--- src/logic/pwm_compare_consts.svh ---
// constants for the dual output modulator and compare block
// assumes one 100 MHz clock and word-aligned Avalon-MM register access
`ifndef PWM_COMPARE_CONSTS_SVH
`define PWM_COMPARE_CONSTS_SVH

// clock rate and duty scale
`define CLK_HZ_DEF        100000000
`define DUTY_FULL_SCALE   32000

// output mode codes, per output channel
`define MODE_NORMAL       2'h0
`define MODE_PWM          2'h1
`define MODE_COMPARE      2'h2

// register indices; byte address is four times the index
`define IDX_PRESET_ONE    5'h03
`define IDX_PRESET_TWO    5'h05
`define IDX_DUTY_ONE      5'h07
`define IDX_FREQ_ONE      5'h09
`define IDX_DUTY_TWO      5'h0b
`define IDX_FREQ_TWO      5'h0d
`define IDX_CONTROL       5'h10
`define IDX_STOP_DUTY_ONE 5'h11
`define IDX_STOP_FREQ_ONE 5'h12
`define IDX_STOP_DUTY_TWO 5'h13
`define IDX_STOP_FREQ_TWO 5'h14
`define IDX_CLEAR         5'h15
`define IDX_ACC_ONE       5'h18
`define IDX_ACC_TWO       5'h19
`define IDX_ACC_THREE     5'h1a
`define IDX_ACC_FOUR      5'h1b
`define IDX_STATUS        5'h1c

// control register fields
`define CTL_MODE_ONE      1:0
`define CTL_MODE_TWO      3:2
`define CTL_SW_ONE        4
`define CTL_SW_TWO        5
`define CTL_EN_ONE        6
`define CTL_EN_TWO        7
`define CTL_STOP          8
`define CTL_STOP_HOLD     9
`define CTL_WIDTH         10

// clear register fields, write one to pulse
`define CLR_COUNTER_ONE   0
`define CLR_COUNTER_THREE 1

// reset values
`define RESET_WORD        32'h00000000
`define RESET_CONTROL     10'h000

`endif

--- src/logic/pwm_compare_pkg.sv ---
// shared types for the modulator and compare block
// assumes the constants header is included by each user
package pwm_compare_pkg;
   typedef logic [31:0] word_t;
   typedef enum logic {CH_IDLE, CH_RUN} chan_state_t;
endpackage : pwm_compare_pkg

--- src/logic/pwm_chan_if.sv ---
// settings and result of one modulator channel
// assumes the top drives settings from its registers
`timescale 1ns/1ns
`default_nettype none
interface pwm_chan_if;
   import pwm_compare_pkg::*;
   word_t freq;
   word_t duty;
   word_t stopFreq;
   word_t stopDuty;
   logic  enable;
   logic  stopMode;
   logic  stopHold;
   logic  pwmOut;
   logic  active;
   modport ctrl (output freq, duty, stopFreq, stopDuty, enable, stopMode, stopHold,
                 input pwmOut, active);
   modport chan (input freq, duty, stopFreq, stopDuty, enable, stopMode, stopHold,
                 output pwmOut, active);
endinterface : pwm_chan_if
`default_nettype wire

--- src/logic/pwm_channel.sv ---
// one pulse-width modulator channel driven by a phase accumulator
// assumes settings come through pwm_chan_if from the register file
`timescale 1ns/1ns
`default_nettype none
`include "pwm_compare_consts.svh"
module pwm_channel
   import pwm_compare_pkg::*;
#(
   parameter int unsigned CLK_HZ = `CLK_HZ_DEF
) (
   input  wire logic ref_clk,
   input  wire logic rst,
   pwm_chan_if.chan  ch
);
   localparam logic [32:0] CLK33 = 33'(CLK_HZ);
   localparam logic [47:0] STEP  = 48'(CLK_HZ / `DUTY_FULL_SCALE);

   chan_state_t state_q, state_d;
   word_t       phase_q, phase_d;
   word_t       freqL_q, freqL_d;
   word_t       dutyL_q, dutyL_d;
   logic        out_q,   out_d;
   word_t       selFreq, selDuty, clampFreq;
   logic [32:0] sum;

   // high while the phase sits below duty times cycles per step
   function automatic logic highPhase(input word_t ph, input word_t dt);
      highPhase = {16'h0000, ph} < (48'(dt) * STEP);
   endfunction : highPhase

   // phase accumulator wraps once per period of one over frequency
   always_comb begin
      selFreq   = (ch.stopMode) ? ch.stopFreq : ch.freq;
      selDuty   = (ch.stopMode) ? ch.stopDuty : ch.duty;
      // above the clock rate the period cannot shrink further
      clampFreq = ({1'b0, selFreq} > CLK33) ? CLK33[31:0] : selFreq;
      sum       = {1'b0, phase_q} + {1'b0, freqL_q};
      state_d   = state_q;
      phase_d   = phase_q;
      freqL_d   = freqL_q;
      dutyL_d   = dutyL_q;
      out_d     = out_q;
      if (ch.stopMode && ch.stopHold) begin
         out_d = out_q;
      end else if (!ch.enable || selFreq == `RESET_WORD || selDuty == `RESET_WORD) begin
         state_d = CH_IDLE;
         phase_d = `RESET_WORD;
         out_d   = 1'b0;
      end else begin
         case (state_q)
            CH_IDLE: begin
               state_d = CH_RUN;
               phase_d = `RESET_WORD;
               freqL_d = clampFreq;
               dutyL_d = selDuty;
               out_d   = highPhase(`RESET_WORD, selDuty);
            end
            CH_RUN: begin
               if (sum >= CLK33) begin
                  // new settings only at the period boundary
                  phase_d = 32'(sum - CLK33);
                  freqL_d = clampFreq;
                  dutyL_d = selDuty;
                  out_d   = highPhase(32'(sum - CLK33), selDuty);
               end else begin
                  phase_d = sum[31:0];
                  out_d   = highPhase(sum[31:0], dutyL_q);
               end
            end
            default: begin
               state_d = CH_IDLE;
               out_d   = 1'b0;
            end
         endcase
      end
   end

   // channel state registers
   always_ff @(posedge ref_clk) begin
      if (rst) begin
         state_q <= CH_IDLE;
         phase_q <= `RESET_WORD;
         freqL_q <= `RESET_WORD;
         dutyL_q <= `RESET_WORD;
         out_q   <= 1'b0;
      end else begin
         state_q <= state_d;
         phase_q <= phase_d;
         freqL_q <= freqL_d;
         dutyL_q <= dutyL_d;
         out_q   <= out_d;
      end
   end

   assign ch.pwmOut = out_q;
   assign ch.active = (state_q == CH_RUN);
endmodule : pwm_channel
`default_nettype wire

--- src/logic/dual_output_pwm_compare.sv ---
// two dedicated outputs: software bit, modulator or counter compare
// assumes an Avalon-MM master on ref_clk; counters live outside
//
// Function
// each output picks its own mode
// normal mode follows software output bit
// compare mode uses its own counter
// presets held at index three and five
// modulator channels have own enable, settings
// duty 0..32000 is high fraction
// duty zero low, full scale high
// frequency in hertz, period its reciprocal
// low until period and duty non-zero
// stop mode holds or uses stop settings
// zero stop setting keeps output low
// channel one duty index 7, frequency 9
// channel two duty index 11, frequency 13
// clear bits zero counter one or three
// compare high when count reaches preset
// new settings at period boundary only
//
// Implementation choices: the register offsets and register access over Avalon-MM.
`timescale 1ns/1ns
`default_nettype none
`include "pwm_compare_consts.svh"
module dual_output_pwm_compare
   import pwm_compare_pkg::*;
#(
   parameter int unsigned CLK_HZ = `CLK_HZ_DEF
) (
   input  wire logic        ref_clk,
   input  wire logic        rst,
   input  wire logic [6:0]  address,
   input  wire logic        read,
   input  wire logic        write,
   input  wire logic [31:0] writedata,
   input  wire logic [3:0]  byteenable,
   output logic      [31:0] readdata,
   output logic             waitrequest,
   input  wire logic [31:0] counterOneCount,
   input  wire logic [31:0] counterTwoCount,
   input  wire logic [31:0] counterThreeCount,
   input  wire logic [31:0] counterFourCount,
   output logic             outputChannelOne,
   output logic             outputChannelTwo,
   output logic             counterOneClear,
   output logic             counterThreeClear
);
   pwm_chan_if chOne ();
   pwm_chan_if chTwo ();

   // software-visible registers
   word_t                   presetOne_q,   presetOne_d;
   word_t                   presetTwo_q,   presetTwo_d;
   word_t                   dutyOne_q,     dutyOne_d;
   word_t                   freqOne_q,     freqOne_d;
   word_t                   dutyTwo_q,     dutyTwo_d;
   word_t                   freqTwo_q,     freqTwo_d;
   word_t                   stopDutyOne_q, stopDutyOne_d;
   word_t                   stopFreqOne_q, stopFreqOne_d;
   word_t                   stopDutyTwo_q, stopDutyTwo_d;
   word_t                   stopFreqTwo_q, stopFreqTwo_d;
   logic [`CTL_WIDTH-1:0]   control_q,     control_d;

   // bus handshake and output registers
   logic                    wait_q,        wait_d;
   word_t                   rdata_q,       rdata_d;
   logic                    outOne_q,      outOne_d;
   logic                    outTwo_q,      outTwo_d;
   logic                    clrOne_q,      clrOne_d;
   logic                    clrThree_q,    clrThree_d;

   logic                    commit;
   logic [4:0]              regIdx;

   // keep the bytes that the master enables, the rest as they were
   function automatic word_t mergeBytes(input word_t old, input word_t wd,
                                        input logic [3:0] be);
      word_t res;
      res = old;
      for (int i = 0; i < 4; i++) begin
         if (be[i]) begin
            res[i*8 +: 8] = wd[i*8 +: 8];
         end
      end
      mergeBytes = res;
   endfunction : mergeBytes

   // one output's level for its configured mode
   function automatic logic pickOutput(input logic [1:0] mode, input logic swBit,
                                       input logic pwmBit, input word_t count,
                                       input word_t preset);
      case (mode)
         `MODE_NORMAL:  pickOutput = swBit;
         `MODE_PWM:     pickOutput = pwmBit;
         `MODE_COMPARE: pickOutput = (count >= preset);
         default:       pickOutput = 1'b0;
      endcase
   endfunction : pickOutput

   // readback mux; unmapped indices read as zero
   function automatic word_t readMux(input logic [4:0] idx);
      case (idx)
         `IDX_PRESET_ONE:    readMux = presetOne_q;
         `IDX_PRESET_TWO:    readMux = presetTwo_q;
         `IDX_DUTY_ONE:      readMux = dutyOne_q;
         `IDX_FREQ_ONE:      readMux = freqOne_q;
         `IDX_DUTY_TWO:      readMux = dutyTwo_q;
         `IDX_FREQ_TWO:      readMux = freqTwo_q;
         `IDX_CONTROL:       readMux = {22'h000000, control_q};
         `IDX_STOP_DUTY_ONE: readMux = stopDutyOne_q;
         `IDX_STOP_FREQ_ONE: readMux = stopFreqOne_q;
         `IDX_STOP_DUTY_TWO: readMux = stopDutyTwo_q;
         `IDX_STOP_FREQ_TWO: readMux = stopFreqTwo_q;
         `IDX_ACC_ONE:       readMux = counterOneCount;
         `IDX_ACC_TWO:       readMux = counterTwoCount;
         `IDX_ACC_THREE:     readMux = counterThreeCount;
         `IDX_ACC_FOUR:      readMux = counterFourCount;
         `IDX_STATUS:        readMux = {28'h0000000, chTwo.active, chOne.active,
                                        outTwo_q, outOne_q};
         default:            readMux = `RESET_WORD;
      endcase
   endfunction : readMux

   // byte address is four times the register index
   assign regIdx = address[6:2];
   // a request takes effect on the edge where waitrequest is seen low
   assign commit = (read || write) && !wait_q;

   // bus handshake: one wait cycle, then a single answer cycle
   always_comb begin
      wait_d  = 1'b1;
      rdata_d = rdata_q;
      if ((read || write) && wait_q) begin
         wait_d  = 1'b0;
         rdata_d = read ? readMux(regIdx) : `RESET_WORD;
      end
   end

   // register writes, applied at the commit edge only
   always_comb begin
      presetOne_d   = presetOne_q;
      presetTwo_d   = presetTwo_q;
      dutyOne_d     = dutyOne_q;
      freqOne_d     = freqOne_q;
      dutyTwo_d     = dutyTwo_q;
      freqTwo_d     = freqTwo_q;
      stopDutyOne_d = stopDutyOne_q;
      stopFreqOne_d = stopFreqOne_q;
      stopDutyTwo_d = stopDutyTwo_q;
      stopFreqTwo_d = stopFreqTwo_q;
      control_d     = control_q;
      clrOne_d      = 1'b0;
      clrThree_d    = 1'b0;
      if (commit && write) begin
         case (regIdx)
            `IDX_PRESET_ONE:    presetOne_d   = mergeBytes(presetOne_q, writedata, byteenable);
            `IDX_PRESET_TWO:    presetTwo_d   = mergeBytes(presetTwo_q, writedata, byteenable);
            `IDX_DUTY_ONE:      dutyOne_d     = mergeBytes(dutyOne_q, writedata, byteenable);
            `IDX_FREQ_ONE:      freqOne_d     = mergeBytes(freqOne_q, writedata, byteenable);
            `IDX_DUTY_TWO:      dutyTwo_d     = mergeBytes(dutyTwo_q, writedata, byteenable);
            `IDX_FREQ_TWO:      freqTwo_d     = mergeBytes(freqTwo_q, writedata, byteenable);
            `IDX_STOP_DUTY_ONE: stopDutyOne_d = mergeBytes(stopDutyOne_q, writedata, byteenable);
            `IDX_STOP_FREQ_ONE: stopFreqOne_d = mergeBytes(stopFreqOne_q, writedata, byteenable);
            `IDX_STOP_DUTY_TWO: stopDutyTwo_d = mergeBytes(stopDutyTwo_q, writedata, byteenable);
            `IDX_STOP_FREQ_TWO: stopFreqTwo_d = mergeBytes(stopFreqTwo_q, writedata, byteenable);
            `IDX_CONTROL: begin
               control_d = `CTL_WIDTH'(mergeBytes({22'h000000, control_q}, writedata,
                                      byteenable));
            end
            `IDX_CLEAR: begin
               // pulse only; no configuration needed for the clear
               clrOne_d   = byteenable[0] && writedata[`CLR_COUNTER_ONE];
               clrThree_d = byteenable[0] && writedata[`CLR_COUNTER_THREE];
            end
            default: begin
               control_d = control_q;
            end
         endcase
      end
   end

   // each output chooses its own source every cycle
   always_comb begin
      outOne_d = pickOutput(control_q[`CTL_MODE_ONE], control_q[`CTL_SW_ONE],
                            chOne.pwmOut, counterOneCount, presetOne_q);
      outTwo_d = pickOutput(control_q[`CTL_MODE_TWO], control_q[`CTL_SW_TWO],
                            chTwo.pwmOut, counterTwoCount, presetTwo_q);
   end

   // all state registers; settings clear at reset so outputs start low
   always_ff @(posedge ref_clk) begin
      if (rst) begin
         presetOne_q   <= `RESET_WORD;
         presetTwo_q   <= `RESET_WORD;
         dutyOne_q     <= `RESET_WORD;
         freqOne_q     <= `RESET_WORD;
         dutyTwo_q     <= `RESET_WORD;
         freqTwo_q     <= `RESET_WORD;
         stopDutyOne_q <= `RESET_WORD;
         stopFreqOne_q <= `RESET_WORD;
         stopDutyTwo_q <= `RESET_WORD;
         stopFreqTwo_q <= `RESET_WORD;
         control_q     <= `RESET_CONTROL;
         wait_q        <= 1'b1;
         rdata_q       <= `RESET_WORD;
         outOne_q      <= 1'b0;
         outTwo_q      <= 1'b0;
         clrOne_q      <= 1'b0;
         clrThree_q    <= 1'b0;
      end else begin
         presetOne_q   <= presetOne_d;
         presetTwo_q   <= presetTwo_d;
         dutyOne_q     <= dutyOne_d;
         freqOne_q     <= freqOne_d;
         dutyTwo_q     <= dutyTwo_d;
         freqTwo_q     <= freqTwo_d;
         stopDutyOne_q <= stopDutyOne_d;
         stopFreqOne_q <= stopFreqOne_d;
         stopDutyTwo_q <= stopDutyTwo_d;
         stopFreqTwo_q <= stopFreqTwo_d;
         control_q     <= control_d;
         wait_q        <= wait_d;
         rdata_q       <= rdata_d;
         outOne_q      <= outOne_d;
         outTwo_q      <= outTwo_d;
         clrOne_q      <= clrOne_d;
         clrThree_q    <= clrThree_d;
      end
   end

   // settings to modulator channel one
   assign chOne.freq     = freqOne_q;
   assign chOne.duty     = dutyOne_q;
   assign chOne.stopFreq = stopFreqOne_q;
   assign chOne.stopDuty = stopDutyOne_q;
   assign chOne.enable   = control_q[`CTL_EN_ONE];
   assign chOne.stopMode = control_q[`CTL_STOP];
   assign chOne.stopHold = control_q[`CTL_STOP_HOLD];

   // settings to modulator channel two
   assign chTwo.freq     = freqTwo_q;
   assign chTwo.duty     = dutyTwo_q;
   assign chTwo.stopFreq = stopFreqTwo_q;
   assign chTwo.stopDuty = stopDutyTwo_q;
   assign chTwo.enable   = control_q[`CTL_EN_TWO];
   assign chTwo.stopMode = control_q[`CTL_STOP];
   assign chTwo.stopHold = control_q[`CTL_STOP_HOLD];

   pwm_channel #(.CLK_HZ(CLK_HZ)) chanOne (
      .ref_clk (ref_clk),
      .rst     (rst),
      .ch      (chOne.chan)
   );

   pwm_channel #(.CLK_HZ(CLK_HZ)) chanTwo (
      .ref_clk (ref_clk),
      .rst     (rst),
      .ch      (chTwo.chan)
   );

   // ports straight from flip-flops
   assign readdata          = rdata_q;
   assign waitrequest       = wait_q;
   assign outputChannelOne  = outOne_q;
   assign outputChannelTwo  = outTwo_q;
   assign counterOneClear   = clrOne_q;
   assign counterThreeClear = clrThree_q;
endmodule : dual_output_pwm_compare
`default_nettype wire

--- config.mk ---
export PLATFORM = sky130hd
export DESIGN_NAME = dual_output_pwm_compare
export DESIGN_NICKNAME = d
export VERILOG_FILES = /design/src/logic/pwm_compare_pkg.sv /design/src/logic/pwm_chan_if.sv /design/src/logic/pwm_channel.sv /design/src/logic/dual_output_pwm_compare.sv
export VERILOG_INCLUDE_DIRS = /design/src /design/src/logic
export SDC_FILE = /design/constraint.sdc
export NUM_CORES = 2
export LEC_CHECK = 0
export ABC_AREA = 1
export ABC_CLOCK_PERIOD_IN_PS = 8800
export BUFFER_PORTS_ARGS = -buffer_cell sky130_fd_sc_hd__buf_2
export CAP_MARGIN = 10
export CORE_MARGIN = 2
export CORE_UTILIZATION = 30
export DETAILED_ROUTE_END_ITERATION = 7
export GPL_TIMING_DRIVEN = 0
export PLACE_DENSITY = 0.44
export REMOVE_ABC_BUFFERS = 1
export SETUP_SLACK_MARGIN = 0.15
export SLEW_MARGIN = 10
export SYNTH_ARGS = -nofsm -noshare
export SYNTH_HDL_FRONTEND = slang
export SYNTH_SLANG_ARGS = --single-unit
--- constraint.sdc ---
create_clock -name ref_clk -period 8.8 [get_ports ref_clk]
set_clock_uncertainty 0.15 [all_clocks]
set_input_delay 0.88 -clock ref_clk [delete_from_list [all_inputs] [get_ports ref_clk]]
set_output_delay 0.88 -clock ref_clk [all_outputs]
set_load 0.02 [all_outputs]
==> impl_metrics.csv <==
group,metric,value,unit
critical_path,critPathMaxStageDelay,0.55,ns
critical_path,crit_fanout,75,
timing,period_needed,8.14,ns
worst_hold_path,hold_start,"byteenable[0]",
synthesis,synth_top_area_share,18.2,%
detailed_routing,drc,0,
synthesis,synth_area_leaders,"ha_1 (18%), dfxtp_1 (17%), fa_1 (13%), inv_1 (12%), nand2_1 (11%)",
synthesis,ys_types,56,
global_route,met1_usage,31.6,%
final_layout,nNetsFinal,11400,
critical_path,timing.rr.end,"chanOne.ch.pwmOut",
final_layout,fillers,24000,
place,port_buffers,209,
pwr,p_leak,37.1,nW
place,dpl_cell_area,70200,um2
critical_path,worst_path_max_delay_cell,"dfxtp_4",
critical_path,path_class,"reg2reg",
final_layout,final_common_cell,"inv_1",
cts,clock_sinks,563,
critical_path,regToRegSetupSlack,0.66,ns
floorplan,die_x,473,um
place,post-dp-hpwl,213000,um
worst_hold_path,worstHoldEndpoint,"counterOneClear",
global_route,grt_max_degree,168,
timing,drv_slew,0,
cts,ctsHoldBuffers,0,
cts,cts_buffers,74,
timing,relSlewSlack,8.43,%
synthesis,yosysSeqAreaShare,17.1,%
detailed_routing,vias_per_cell,4.89,
global_route,antenna_found_initial,11,
global_route,grt.total_usage,22.2,%
floorplan,initial_core_util,30.1,%
critical_path,path_buf_inv,8,
cts,clk_path_buf_depth,3,
timing,hold_viol_final,0,
timing,fin_ws,0.664,ns
synthesis,synth-edff-count,0,
floorplan,die_h,473,um
worst_hold_path,holdPathStages,3,
final_layout,drive_gt1_share,4.62,%
detailed_routing,route.detailed.wl_per_inst,19.9,um
critical_path,startpoint_type,"flop",
place,pre_cts_ws,-0.0630,ns
detailed_routing,dr.pass1.iters,7,
job,max_cap_viol_count,0,
outcome,outcome,"finished clean",
critical_path,crit_family,"adder cells",
final_layout,fin_area,72900,um2
global_route,top_usage_layer,"met2",
critical_path,crit_required,9.20,ns
synthesis,ys.flop_type,"dfxtp_1",
global_route,grt_pass1_vias,60000,
critical_path,cpMostUsedCell,"nand2_1",
timing,fin_crit_sh,92.5,%
floorplan,dieArea,223000,um2
synthesis,synth_cells,9753,
synthesis,syn_avg_cell_area,6.76,um2
worst_hold_path,hold_path_class,"in2reg",
timing,tightest_slew,1.36,ns
global_route,grt_pass1_wl,379000,um
timing,setup_viol,0,
global_route,grtUsageMet3,2.28,%
detailed_routing,wl,254000,um
cts,cts_tree,"yes",
synthesis,syn_area,65900,um2
final_layout,area_growth,10.7,%
cts,cts-htree-levels,3,
pwr,peakVddDrop,0.124,mV
detailed_routing,vias,62300,
pwr,powerDensity,87.2,nW/um2
floorplan,row_count,172,
global_route,use_met2,35.8,%
cts,clk_latency,0.76,ns
synthesis,synth_seq_cells,563,
detailed_routing,ant_nets,0,
timing,fmaxAchievable,123,MHz
synthesis,synthArstFlopShare,0,%
synthesis,yosys_warnings,0,
critical_path,end_kind,"flop",
final_layout,most-common-layout-cells,"inv_1 (2075), nand2_1 (1983), ha_1 (961), nor2_1 (940), o21ai_0 (706)",
place,gp_congestion,0.902,
global_route,grt-ovfl-total,0,
timing,rsz0062_at_grt,"false",
cts,cts.clk_slew.worst_paths,0.06,ns
synthesis,netlist.top_cell.by_area,"ha_1",
floorplan,pin_count,212,
detailed_routing,drt_iter0_markers,4413,
timing,timing.hold.ws,0.250,ns
critical_path,rr_worst_depth,39,
critical_path,r2r_start,"control_q[8]",
cts,cts-root-buf,"clkbuf_16",
floorplan,coreArea,219000,um2
critical_path,arrival,8.54,ns
## timing repair
item | 4_1_cts | 5_1_grt
setup buffers | 0 | 1
resized for setup | 6 | 17
setup endpoints to repair | 1 | 1
## report_power, final
| part | leakage (nW) | internal (mW) | switching (mW) |
|---|---|---|---|
| Combinational | 31.2 | 0.138 | 0.332 |
| Clock | 1.28 | 1.94 | 1.39 |
| Sequential | 4.53 | 2.55 | 0.00372 |
## per-layer routing
layer / vias to the layer above / routed length [um]
met5: - / 51
met1: 29500 / 122000
met4: 8 / 6640
li1: 31000 / -
met3: 228 / 12000
met2: 1499 / 113000
## layout make-up
type	instances	area [um2]	share of cell area, %
Clock inverter	26	483	0.662
Sequential cell	563	11300	15.5
Multi-Input combinational cell	6823	45800	62.8
Inverter	2112	7950	10.9
Clock buffer	110	2170	2.97
Tap cell	2871	3590	4.93
Timing Repair Buffer	241	1670	2.28
Antenna cell	2	5.00	0.00686
## how the worst max path moves through the flow
stage | end | cells past startpoint | start
after floorplan | chanOne.ch.pwmOut | 37 | control_q[8]
after global routing | chanOne.ch.pwmOut | 39 | control_q[8]
after CTS | chanOne.ch.pwmOut | 36 | control_q[8]
after detailed placement | chanOne.ch.pwmOut | 36 | control_q[8]
final | chanOne.ch.pwmOut | 39 | control_q[8]
after global placement | chanOne.ch.pwmOut | 33 | control_q[8]
## sequential cells by signal, indices dropped and copies added, names as in the netlist, 10 cells and up
signal,count
chOne.duty,32
chOne.freq,32
chOne.stopDuty,32
chOne.stopFreq,32
chTwo.duty,32
chTwo.freq,32
chTwo.stopDuty,32
chTwo.stopFreq,32
chanOne.dutyL_q,32
chanOne.freqL_q,32
chanOne.phase_q,32
chanTwo.dutyL_q,32
chanTwo.freqL_q,32
chanTwo.phase_q,32
control_q,10
presetOne_q,32
presetTwo_q,32
readdata,32
## cell families after synthesis
| logic type | share of synthesized area (%) |
|---|---|
| compound gates | 14.5 |
| xor+xnor | 1.94 |
| fa+ha+maj | 30.9 |
| buf+inv | 13.6 |
| flops | 17.1 |
| mux | 0.0171 |
| simple gates | 21.9 |
## cells in the mapped netlist (80+ instances only)
cell and instances:
inv_1 2079, nand3_1 346, ha_1 961, o21ai_0 734, nor2_1 952, a21oi_1 703, dfxtp_1 563, clkbuf_1 192
fa_1 418, nand2_1 1984, nand4_1 105, xor2_1 80
## worst reg2reg max path, delay by kind of cell, from the launching register on
kind | cells | cell delay [ns]
adders and majority gates | 7 | 2.92
and+or+nand+nor | 21 | 2.52
buffers and inverters | 8 | 1.14
AOI/OAI and AO/OA | 3 | 0.71
DFF | 1 | 0.55
## per-stage QoR
stage	utilization, %	setup TNS (ns)	std cells	total power, mW
3_3_place_gp	31.7	-1162.96	12600	3.07
3_5_place_dp	32.0	-0.0630	12600	3.08
6_report	33.3	0	12700	6.36
2_1_floorplan	-	-1.62	9498	2.84
4_1_cts	33.3	0	12700	6.43
5_1_grt	33.3	0	12700	6.57
(Power assumes the default switching activity.)
